`src/rapc_map.vh`:
```
// Constants for the region attribute and permission checker
`ifndef RAPC_MAP_VH
`define RAPC_MAP_VH

// Region count and attribute word layout
`define RAPC_REGIONS 8
`define RAPC_ATTR_W 11
`define RAPC_BIT_B 0
`define RAPC_BIT_C 1
`define RAPC_BIT_S 2
`define RAPC_TYPE_LO 3
`define RAPC_TYPE_HI 5
`define RAPC_PERM_LO 6
`define RAPC_PERM_HI 8
`define RAPC_BIT_NOEXEC 9
`define RAPC_BIT_EN 10
`define RAPC_ATTR_RESET 11'h000

// Access permission codes
`define RAPC_PERM_NONE 3'h0
`define RAPC_PERM_PRIV_RW 3'h1
`define RAPC_PERM_USER_RO 3'h2
`define RAPC_PERM_FULL 3'h3
`define RAPC_PERM_RSVD 3'h4
`define RAPC_PERM_PRIV_RO 3'h5
`define RAPC_PERM_RO_A 3'h6
`define RAPC_PERM_RO_B 3'h7

// Memory type codes
`define RAPC_MT_STRONG 2'h0
`define RAPC_MT_DEVICE 2'h1
`define RAPC_MT_NORMAL 2'h2
`define RAPC_MT_RSVD 2'h3

// Cache policy codes
`define RAPC_POL_NC 2'h0
`define RAPC_POL_WB_RWA 2'h1
`define RAPC_POL_WT 2'h2
`define RAPC_POL_WB_NWA 2'h3

// Fault cause bits
`define RAPC_CAUSE_W 8
`define RAPC_CAUSE_IACC 0
`define RAPC_CAUSE_DACC 1
`define RAPC_CAUSE_RESET 8'h00

`endif

```
`src/rapc_attr_decode.v`:
```
// Memory type and cache policy decoder for one attribute set
`timescale 1ns/1ns
`default_nettype none
`include "rapc_map.vh"

module rapc_attr_decode (
    input wire [2:0] type_extension_field,
    input wire share_bit,
    input wire cache_bit,
    input wire buffer_bit,
    output reg [1:0] mem_type,
    output reg shareable,
    output reg [1:0] inner_cache_policy,
    output reg [1:0] outer_cache_policy
);

    always @* begin
        mem_type = `RAPC_MT_RSVD;
        shareable = 1'b0;
        inner_cache_policy = `RAPC_POL_NC;
        outer_cache_policy = `RAPC_POL_NC;
        if (type_extension_field[2]) begin
            mem_type = `RAPC_MT_NORMAL;
            shareable = share_bit;
            outer_cache_policy = type_extension_field[1:0];
            inner_cache_policy = {cache_bit, buffer_bit};
        end else begin
            case (type_extension_field[1:0])
                2'h0: begin
                    if (!cache_bit) begin
                        mem_type = buffer_bit ? `RAPC_MT_DEVICE : `RAPC_MT_STRONG;
                        shareable = 1'b1;
                    end else begin
                        mem_type = `RAPC_MT_NORMAL;
                        shareable = share_bit;
                        inner_cache_policy = `RAPC_POL_WT;
                        outer_cache_policy = `RAPC_POL_WT;
                    end
                end
                2'h1: begin
                    if (cache_bit == buffer_bit) begin
                        mem_type = `RAPC_MT_NORMAL;
                        shareable = share_bit;
                        if (cache_bit) begin
                            inner_cache_policy = `RAPC_POL_WB_RWA;
                            outer_cache_policy = `RAPC_POL_WB_RWA;
                        end
                    end
                end
                2'h2: begin
                    if (!cache_bit && !buffer_bit) begin
                        mem_type = `RAPC_MT_DEVICE;
                    end
                end
                default: begin
                    mem_type = `RAPC_MT_RSVD;
                end
            endcase
        end
    end

endmodule // rapc_attr_decode

`default_nettype wire

```
`src/rapc_check.v`:
```
// Region attribute store, region selection and permission checker
`timescale 1ns/1ns
`default_nettype none
`include "rapc_map.vh"

module rapc_check (
    input wire ref_clk,
    input wire rst,
    input wire mpu_enable,
    input wire background_enable,
    input wire attr_wr_en,
    input wire [2:0] attr_wr_region,
    input wire [10:0] attr_wr_data,
    input wire [2:0] attr_rd_region,
    output reg [10:0] region_attribute_size_reg,
    input wire acc_valid,
    input wire [31:0] acc_addr,
    input wire acc_priv,
    input wire acc_write,
    input wire acc_fetch,
    input wire [7:0] acc_region_hit,
    output reg acc_done,
    output reg acc_grant,
    output reg acc_fault,
    output reg memmanage_fault_exc,
    output reg [1:0] acc_mem_type,
    output reg acc_shareable,
    output reg [1:0] inner_cache_policy,
    output reg [1:0] outer_cache_policy,
    output reg acc_region_valid,
    output reg [2:0] acc_region_num,
    input wire [7:0] cause_clear,
    output reg [7:0] memmanage_fault_cause_reg,
    output reg [31:0] fault_addr
);

    // Attribute store, one word per region
    reg [10:0] attr_mem [0:7];
    integer i;
    integer j;

    // Region selection results
    reg sel_hit;
    reg [2:0] sel_num;
    reg [10:0] sel_attr;

    // Fields of the selected region
    wire [2:0] type_extension_field;
    wire [2:0] access_permission_field;
    wire execute_never_flag;
    assign type_extension_field = sel_attr[`RAPC_TYPE_HI:`RAPC_TYPE_LO];
    assign access_permission_field = sel_attr[`RAPC_PERM_HI:`RAPC_PERM_LO];
    assign execute_never_flag = sel_attr[`RAPC_BIT_NOEXEC];

    // Decoded region attributes
    wire [1:0] reg_mem_type;
    wire reg_shareable;
    wire [1:0] reg_inner;
    wire [1:0] reg_outer;

    rapc_attr_decode u_decode (
        .type_extension_field(type_extension_field),
        .share_bit(sel_attr[`RAPC_BIT_S]),
        .cache_bit(sel_attr[`RAPC_BIT_C]),
        .buffer_bit(sel_attr[`RAPC_BIT_B]),
        .mem_type(reg_mem_type),
        .shareable(reg_shareable),
        .inner_cache_policy(reg_inner),
        .outer_cache_policy(reg_outer)
    );

    // Default map attributes by address
    reg [1:0] dflt_mem_type;
    reg dflt_shareable;
    reg [1:0] dflt_policy;
    reg dflt_noexec;

    // Check results
    reg perm_ok;
    reg fault_now;
    reg [1:0] next_mem_type;
    reg next_shareable;
    reg [1:0] next_inner;
    reg [1:0] next_outer;
    reg [7:0] next_cause;

    always @(posedge ref_clk or posedge rst) begin
        if (rst) begin
            for (i = 0; i < `RAPC_REGIONS; i = i + 1) begin
                attr_mem[i] <= `RAPC_ATTR_RESET;
            end
        end else if (attr_wr_en) begin
            attr_mem[attr_wr_region] <= attr_wr_data;
        end
    end

    always @(posedge ref_clk or posedge rst) begin
        if (rst) begin
            region_attribute_size_reg <= `RAPC_ATTR_RESET;
        end else begin
            region_attribute_size_reg <= attr_mem[attr_rd_region];
        end
    end

    always @* begin
        sel_hit = 1'b0;
        sel_num = 3'h0;
        for (j = 0; j < `RAPC_REGIONS; j = j + 1) begin
            if (acc_region_hit[j] && attr_mem[j][`RAPC_BIT_EN]) begin
                sel_hit = 1'b1;
                sel_num = j[2:0];
            end
        end
        sel_attr = attr_mem[sel_num];
    end

    // Fixed default map, top three address bits
    always @* begin
        dflt_mem_type = `RAPC_MT_NORMAL;
        dflt_shareable = 1'b0;
        dflt_policy = `RAPC_POL_WT;
        dflt_noexec = 1'b0;
        case (acc_addr[31:29])
            3'h0: begin
                dflt_policy = `RAPC_POL_WT;
            end
            3'h1: begin
                dflt_policy = `RAPC_POL_WB_RWA;
            end
            3'h2: begin
                dflt_mem_type = `RAPC_MT_DEVICE;
                dflt_shareable = 1'b1;
                dflt_policy = `RAPC_POL_NC;
                dflt_noexec = 1'b1;
            end
            3'h3: begin
                dflt_policy = `RAPC_POL_WB_RWA;
            end
            3'h4: begin
                dflt_policy = `RAPC_POL_WT;
            end
            3'h5, 3'h6: begin
                dflt_mem_type = `RAPC_MT_DEVICE;
                dflt_shareable = acc_addr[29] ? 1'b1 : 1'b0;
                dflt_policy = `RAPC_POL_NC;
                dflt_noexec = 1'b1;
            end
            default: begin
                // System space is strongly ordered and never executable
                dflt_mem_type = `RAPC_MT_STRONG;
                dflt_shareable = 1'b1;
                dflt_policy = `RAPC_POL_NC;
                dflt_noexec = 1'b1;
            end
        endcase
    end

    always @* begin
        perm_ok = 1'b0;
        case (access_permission_field)
            `RAPC_PERM_NONE: begin
                perm_ok = 1'b0;
            end
            `RAPC_PERM_PRIV_RW: begin
                perm_ok = acc_priv;
            end
            `RAPC_PERM_USER_RO: begin
                perm_ok = acc_priv | ~acc_write;
            end
            `RAPC_PERM_FULL: begin
                perm_ok = 1'b1;
            end
            `RAPC_PERM_PRIV_RO: begin
                perm_ok = acc_priv & ~acc_write;
            end
            `RAPC_PERM_RO_A, `RAPC_PERM_RO_B: begin
                perm_ok = ~acc_write;
            end
            default: begin
                perm_ok = 1'b0;
            end
        endcase
    end

    // Fault and attribute selection for the current access
    always @* begin
        fault_now = 1'b0;
        next_mem_type = dflt_mem_type;
        next_shareable = dflt_shareable;
        next_inner = dflt_policy;
        next_outer = dflt_policy;
        next_cause = 8'h00;
        if (!mpu_enable) begin
            // Protection off: default map, only its execute-never applies
            fault_now = acc_fetch & dflt_noexec;
        end else if (sel_hit) begin
            next_mem_type = reg_mem_type;
            next_shareable = reg_shareable;
            next_inner = reg_inner;
            next_outer = reg_outer;
            fault_now = ~perm_ok | (acc_fetch & (execute_never_flag | dflt_noexec));
        end else begin
            fault_now = ~(background_enable & acc_priv) | (acc_fetch & dflt_noexec);
        end
        if (fault_now) begin
            if (acc_fetch) begin
                next_cause[`RAPC_CAUSE_IACC] = 1'b1;
            end else begin
                next_cause[`RAPC_CAUSE_DACC] = 1'b1;
            end
        end
    end

    always @(posedge ref_clk or posedge rst) begin
        if (rst) begin
            acc_done <= 1'b0;
            acc_grant <= 1'b0;
            acc_fault <= 1'b0;
            memmanage_fault_exc <= 1'b0;
        end else begin
            acc_done <= acc_valid;
            acc_grant <= acc_valid & ~fault_now;
            acc_fault <= acc_valid & fault_now;
            memmanage_fault_exc <= acc_valid & fault_now;
        end
    end

    // Attributes of the last access, held until the next one
    always @(posedge ref_clk or posedge rst) begin
        if (rst) begin
            acc_mem_type <= `RAPC_MT_STRONG;
            acc_shareable <= 1'b0;
            inner_cache_policy <= `RAPC_POL_NC;
            outer_cache_policy <= `RAPC_POL_NC;
            acc_region_valid <= 1'b0;
            acc_region_num <= 3'h0;
        end else if (acc_valid) begin
            acc_mem_type <= next_mem_type;
            acc_shareable <= next_shareable;
            inner_cache_policy <= next_inner;
            outer_cache_policy <= next_outer;
            acc_region_valid <= mpu_enable & sel_hit;
            acc_region_num <= sel_num;
        end
    end

    always @(posedge ref_clk or posedge rst) begin
        if (rst) begin
            memmanage_fault_cause_reg <= `RAPC_CAUSE_RESET;
        end else if (acc_valid) begin
            memmanage_fault_cause_reg <= (memmanage_fault_cause_reg & ~cause_clear) | next_cause;
        end else begin
            memmanage_fault_cause_reg <= memmanage_fault_cause_reg & ~cause_clear;
        end
    end

    // Faulting address of the latest violation
    always @(posedge ref_clk or posedge rst) begin
        if (rst) begin
            fault_addr <= 32'h0000_0000;
        end else if (acc_valid && fault_now) begin
            fault_addr <= acc_addr;
        end
    end

endmodule // rapc_check

`default_nettype wire

```
`config.mk`:
```
export PLATFORM = sky130hd
export DESIGN_NAME = rapc_check
export DESIGN_NICKNAME = d
export VERILOG_FILES = /design/src/rapc_attr_decode.v /design/src/rapc_check.v
export VERILOG_INCLUDE_DIRS = /design/src
export SDC_FILE = /design/constraint.sdc
export NUM_CORES = 1
export LEC_CHECK = 0
export ABC_AREA = 0
export BUFFER_PORTS_ARGS = -buffer_cell sky130_fd_sc_hd__buf_4
export CORE_MARGIN = 5
export CORE_UTILIZATION = 50
export DETAILED_ROUTE_END_ITERATION = 16
export PLACE_DENSITY = 0.76
export SLEW_MARGIN = 20
export SYNTH_ARGS = -nofsm -noshare
export SYNTH_HDL_FRONTEND = slang
export SYNTH_SLANG_ARGS = --single-unit
export TNS_END_PERCENT = 5
```
`constraint.sdc`:
```
create_clock -name ref_clk -period 4.8 [get_ports ref_clk]
set_clock_uncertainty 0.05 [all_clocks]
set_input_delay 0.96 -clock ref_clk [delete_from_list [all_inputs] [get_ports ref_clk]]
set_output_delay 0.96 -clock ref_clk [all_outputs]
set_load 0.01 [all_outputs]
```
* Word-level counts from Yosys, hierarchy flattened
Cells that the tools add are included.
** Operators by class
- Reduce and logical (&&, ||, !) cells :: 21
- Eq/ne operators :: 15
- Bitwise operators :: 21
- $lt $le $gt $ge :: 4
- Multiplexer cells :: 60
** Operator list (number)
- $bwmux W88 :: 1
- $bmux W11 S3 :: 2
- $demux W11 S3 :: 1
- $mux W11 :: 3
- $mux W2 :: 14
- $mux W1 :: 23
- $mux W10 :: 2
- $eq A3 B3 Y1 const B :: 6
- $mux W3 :: 6
- $eq A3 B2 Y1 const B :: 4
- $ge A4 B4 Y1 const B :: 3
- $not A3 Y4 :: 3
- $pmux W2 S2 :: 3
- $logic_and A1 B1 Y1 :: 11
- $and A8 B8 Y8 :: 1
- $mux W8 :: 1
- $not A8 Y8 :: 1
- $or A8 B2 Y8 :: 1
- $reduce_or A2 Y1 :: 4
- $and A1 B1 Y1 :: 7
- $eq A3 B1 Y1 const B :: 2
- $pmux W2 S3 :: 1
- $pmux W1 S5 :: 1
- $lt A4 B1 Y1 const B :: 1
- other kinds (11) :: 19
** Storage, ports and cells
- Flip-flop bits (word level) :: 153
- Output and inout port bits :: 66
- Input port bits :: 74
- Word-level logic and storage cells :: 141

* Logic depth before layout (Yosys ltp)
- Word-level depth :: 22
- Gate-level depth with buffers :: 12
- Gate-level depth less buffers :: 10

* Hierarchy
From an unflattened synthesis, not the netlist that was laid out.
** Second synthesis, totals
- Cells, all modules :: 585
- Area total of the unflattened synthesis :: 7558.5 µm²
** Modules (own cells, without submodules)
- rapc_check :: area an instance 7384.6 µm², sequential area each 3828.7 µm², times used 1, cells an instance 562
- rapc_attr_decode :: area an instance 173.9 µm², sequential area each 0.0 µm², times used 1, cells an instance 23

* Worst setup path after synthesis
OpenSTA, ideal clock, no wires.
- Path kind :: input to register
- Start point :: in acc_region_hit[3]
- End point :: reg fault_addr[10]
- Data required time :: 4625 ps
- Path slack :: 1116 ps
- Arrival :: 3509 ps
- Stages on the path :: 9
- Buffers on the path :: 1
- Setup time :: 125 ps
- Cells stage by stage :: a22o_1 > a31o_4 > a21boi_4 > mux2_2 > a221oi_1 > o22ai_1 > a311oi_4 > buf_6 > mux2_2
** On the way
- Cells in the longest elaborated chain, start to end :: 18
- Elaborated cells between the ends (all ways) :: 30
- Those cells by class :: 6 x eq/ne; 16 x mux; 5 x bitwise; 3 x reduce/logical
** RTL lines
- from (decl) :: line rapc_check.v:21 : input wire [7:0] acc_region_hit,
- $logic_and A1 B1 Y1 (*) :: line rapc_check.v:109 : if (acc_region_hit[j] && attr_mem[j][`RAPC_BIT_EN]) begin
- $mux W3 (5 in a row) :: line rapc_check.v:109
- $not A3 Y4 (implied by the code) :: line rapc_check.v:114 : sel_attr = attr_mem[sel_num];
- $bmux W11 S3 :: line rapc_check.v:114
- $mux W10 (implied by the code) (2 in a row) :: line rapc_check.v:114
- $eq A3 B3 Y1 :: line rapc_check.v:160 : case (access_permission_field)
- $reduce_or A2 Y1 :: line rapc_check.v:160
- $pmux W1 S5 :: line rapc_check.v:160
- $not A1 Y1 :: line rapc_check.v:201 : fault_now = ~perm_ok | (acc_fetch & (execute_never_flag | dflt_noexec));
- $or A1 B1 Y1 :: line rapc_check.v:201
- $mux W1 (*) :: line rapc_check.v:196 : end else if (sel_hit) begin
- $mux W1 (*) :: line rapc_check.v:193 : if (!mpu_enable) begin
- $logic_and A1 B1 Y1 (*) :: line rapc_check.v:261 : end else if (acc_valid && fault_now) begin
- to (signal assigned) :: line rapc_check.v:262 : fault_addr <= acc_addr;
- to (decl) :: line rapc_check.v:34 : output reg [31:0] fault_addr
Mark *: on every way between the ends. The rest lies on a longest branch, timed or not. The select of a mux whose other input is x is not followed.
A chain may end at the register's enable or synchronous reset.

* Worst setup path after layout
- Start point :: in acc_region_hit[5]
- End point :: reg fault_addr[27]
** On the way
- Cells in the longest elaborated chain, start to end :: 16
- Elaborated cells between the ends (all ways) :: 26
- Those cells by class :: 6 x eq/ne; 12 x mux; 5 x bitwise; 3 x reduce/logical
** RTL lines (line)
- $logic_and A1 B1 Y1 (*) :: rapc_check.v:109
- $mux W3 (3 in a row) :: rapc_check.v:109
- $not A3 Y4 (implied by the code) :: rapc_check.v:114
- $bmux W11 S3 :: rapc_check.v:114
- $mux W10 (implied by the code) (2 in a row) :: rapc_check.v:114
- $eq A3 B3 Y1 :: rapc_check.v:160
- $reduce_or A2 Y1 :: rapc_check.v:160
- $pmux W1 S5 :: rapc_check.v:160
- $not A1 Y1 :: rapc_check.v:201
- $or A1 B1 Y1 :: rapc_check.v:201
- $mux W1 (*) :: rapc_check.v:196
- $mux W1 (*) :: rapc_check.v:193
- $logic_and A1 B1 Y1 (*) :: rapc_check.v:261
Marks and branches as above.

==> flow_metrics.tcl <==
set metrics [dict create \
    period_share_pct 79.7 \
    grt_max_degree 154 \
    hpwl_mm 13.0 \
    power_density_nw_per_um2 508 \
    syn_to_final_growth_pct 24.2 \
    htree_levels 4 \
    ctsHoldBuffers 0 \
    die_y_um 132 \
    cp_common_cell "buf_4" \
    grt_pass1_vias 5572 \
    dr_total_vias 5145 \
    nNetsFinal 747 \
    worstPathArrival_ps 4070 \
    dr.pass1.iters 5 \
    layout.cells.most_common "dfrtp_1" \
    synthCells 527 \
    rows 44 \
    critical_path_class "primary input to flip-flop" \
    end_kind "flip-flop" \
    core-area_um2 14500 \
    slew_headroom_pct 32.1 \
    final_cell_count_no_fill 867 \
    pin_count 140 \
    ys_ff_latch 153 \
    slew_viol_final 0 \
    place_congestion 0.923 \
    startpoint_type "primary input" \
    rsz0062_at_grt "false" \
    cts.sink_count 153 \
    synthFlopType "dfrtp_1" \
    slowest_stage "o21ai_2" \
    synth_seq_area_share_pct 51.6 \
    grt_pass1_wl_mm 31.0 \
    die_area_um2 17400 \
    n_antenna_cell 0 \
    synth_top_area_share_pct 51.6 \
    hold_viol_final 0 \
    hold_path_class "flip-flop to flip-flop" \
    cts_tree "built" \
    start_util_pct 51.1 \
    seq_area_um2 3830 \
    largest_reg_flops 88 \
    insertion_delay_ps 420 \
    crit_fanout 34 \
    final_cell_mix "dfrtp_1, buf_4, mux2_2, mux2i_1, mux4_2" \
    worst_hold_slack_ps 441 \
    status "completed" \
    cap_viol_max_count 0 \
    setup_violations 0 \
    clockBufferDepth 2 \
    track_usage_pct 22.3 \
    antenna_found_initial 0 \
    die_w_um 132 \
    via_per_inst 5.93 \
    root_buffer "clkbuf_16" \
    yosys_warnings 0 \
    layout-drive-gt1-share_pct 51.0 \
    cts_setup_buffers 0 \
    cp.required_ps 5050 \
    cts_buffers 17 \
    path_cells "buf_4, and2_1, o21ai_1, o21ai_2, mux2_4, a221oi_2, o22ai_1, a311oi_4, buf_4, mux2_2" \
    first_iter_violations 454 \
    multi_input_area_um2 3420 \
    place_inst 835 \
    portBuffers 139 \
    peakVddDrop_mv 0.260 \
    wl_mm 18.8 \
    nFillCells 1080 \
    async_reset_ff_share_pct 100 \
    netlist_area_um2 7420 \
    drt_drc_violations_left 0 \
    routedWlPerCell_um 21.7 \
    syn-num-nets 604 \
    tns_ps 0 \
    synth_area_leaders "dfrtp_1, mux2_2, mux4_2" \
    max_freq_mhz 261 \
    p_total_mw 4.69 \
    period_needed_ps 3830 \
    worst_pin_slew_ps 1010 \
    syn_area_per_cell_um2 14.1 \
    cts.clk_slew.worst_paths_ps 60 \
    cp_slowest_stage_delay_ps 610 \
    cts_resized 0 \
    yosysTopAreaCell "dfrtp_1" \
    leakage_nw 4.13 \
    ys_types 60 \
    synth_edf_count 0 \
    ant_nets 0 \
    overflow 0 \
]
## worst paths after layout
kind / from / slack (ps) / cells past startpoint / endpoint
min in group asynchronous: rst / 760 / 3 / outer_cache_policy[1]$_DFFE_PP0P_
worst min-delay path: memmanage_fault_cause_reg[1]$_DFF_PP0_ / 440 / 2 / memmanage_fault_cause_reg[1]$_DFF_PP0_
worst min register to register: memmanage_fault_cause_reg[1]$_DFF_PP0_ / 440 / 2 / memmanage_fault_cause_reg[1]$_DFF_PP0_
max in group asynchronous: rst / 3390 / 3 / attr_mem[81]$_DFFE_PP0P_
worst max register to register: attr_mem[32]$_DFFE_PP0P_ / 1180 / 9 / fault_addr[27]$_DFFE_PP0P_
worst max-delay path: acc_region_hit[5] / 970 / 10 / fault_addr[27]$_DFFE_PP0P_
## power breakdown
group	total (mW)	leakage (nW)	switching [mW]	internal [mW]
sequential	1.86	1.84	0.226	1.63
combinational	1.54	2.02	0.702	0.841
clock	1.29	0.268	0.512	0.774
total	4.69	4.13	1.44	3.25
## cell families (layout without fill, tap and decap cells)
group,count (synthesis),count (layout),synth area share (%)
AO/OA/AOI/OAI,71,71,7.82
adder cells (fa/ha/maj),3,3,0.506
flip-flops,153,153,51.6
buffers and inverters,35,191,2.39
AND/OR/NAND/NOR,72,72,4.97
multiplexers,193,193,32.7
## critical path, delay by kind of cell
family                 cells  cell delay [ps]
AOI/OAI and AO/OA          5             1590
and+or+nand+nor            1              220
buffers and inverters      2              520
muxes                      2              760
## layer usage
layer / GRT usage [%] / vias up / wire, µm
li1: - / 2273 / -
met1: 29.6 / 2588 / 7920
met2: 35.1 / 233 / 8880
met4: 9.09 / 0 / 632
met5: 0 / - / 0
met3: 5.92 / 51 / 1370
## synth_stat cells, types with 3 or more instances
cell,n
a21oi_1,10
a22o_1,5
and2_1,4
buf_6,5
clkbuf_1,15
dfrtp_1,153
ha_1,3
inv_1,10
mux2_1,5
mux2_2,130
mux2i_1,31
mux4_2,26
nand2_1,17
nand2b_1,4
nand3_1,7
nand4b_1,3
nor2_1,13
nor2b_1,8
nor3_1,6
o21a_1,4
o21ai_0,10
o221ai_1,3
## cell type report
| cell class | count | area share (%) |
|---|---|---|
| clock buffer | 20 | 4.84 |
| clock inverter | 12 | 1.37 |
| inverter | 10 | 0.448 |
| multi-input combinational | 339 | 37.1 |
| sequential | 153 | 41.5 |
| tap | 184 | 2.50 |
| timing repair buffer | 149 | 12.3 |
## per-stage QoR
step	cell area, µm²	util (%)	worst slack (ps)
final	9220	63.5	974
after global routing	9220	63.5	810
after CTS	9220	63.5	1020
after detailed placement	8650	59.5	590
after global placement	8650	59.5	668
after floorplan	7430	-	1120
(Power assumes the default switching activity.)
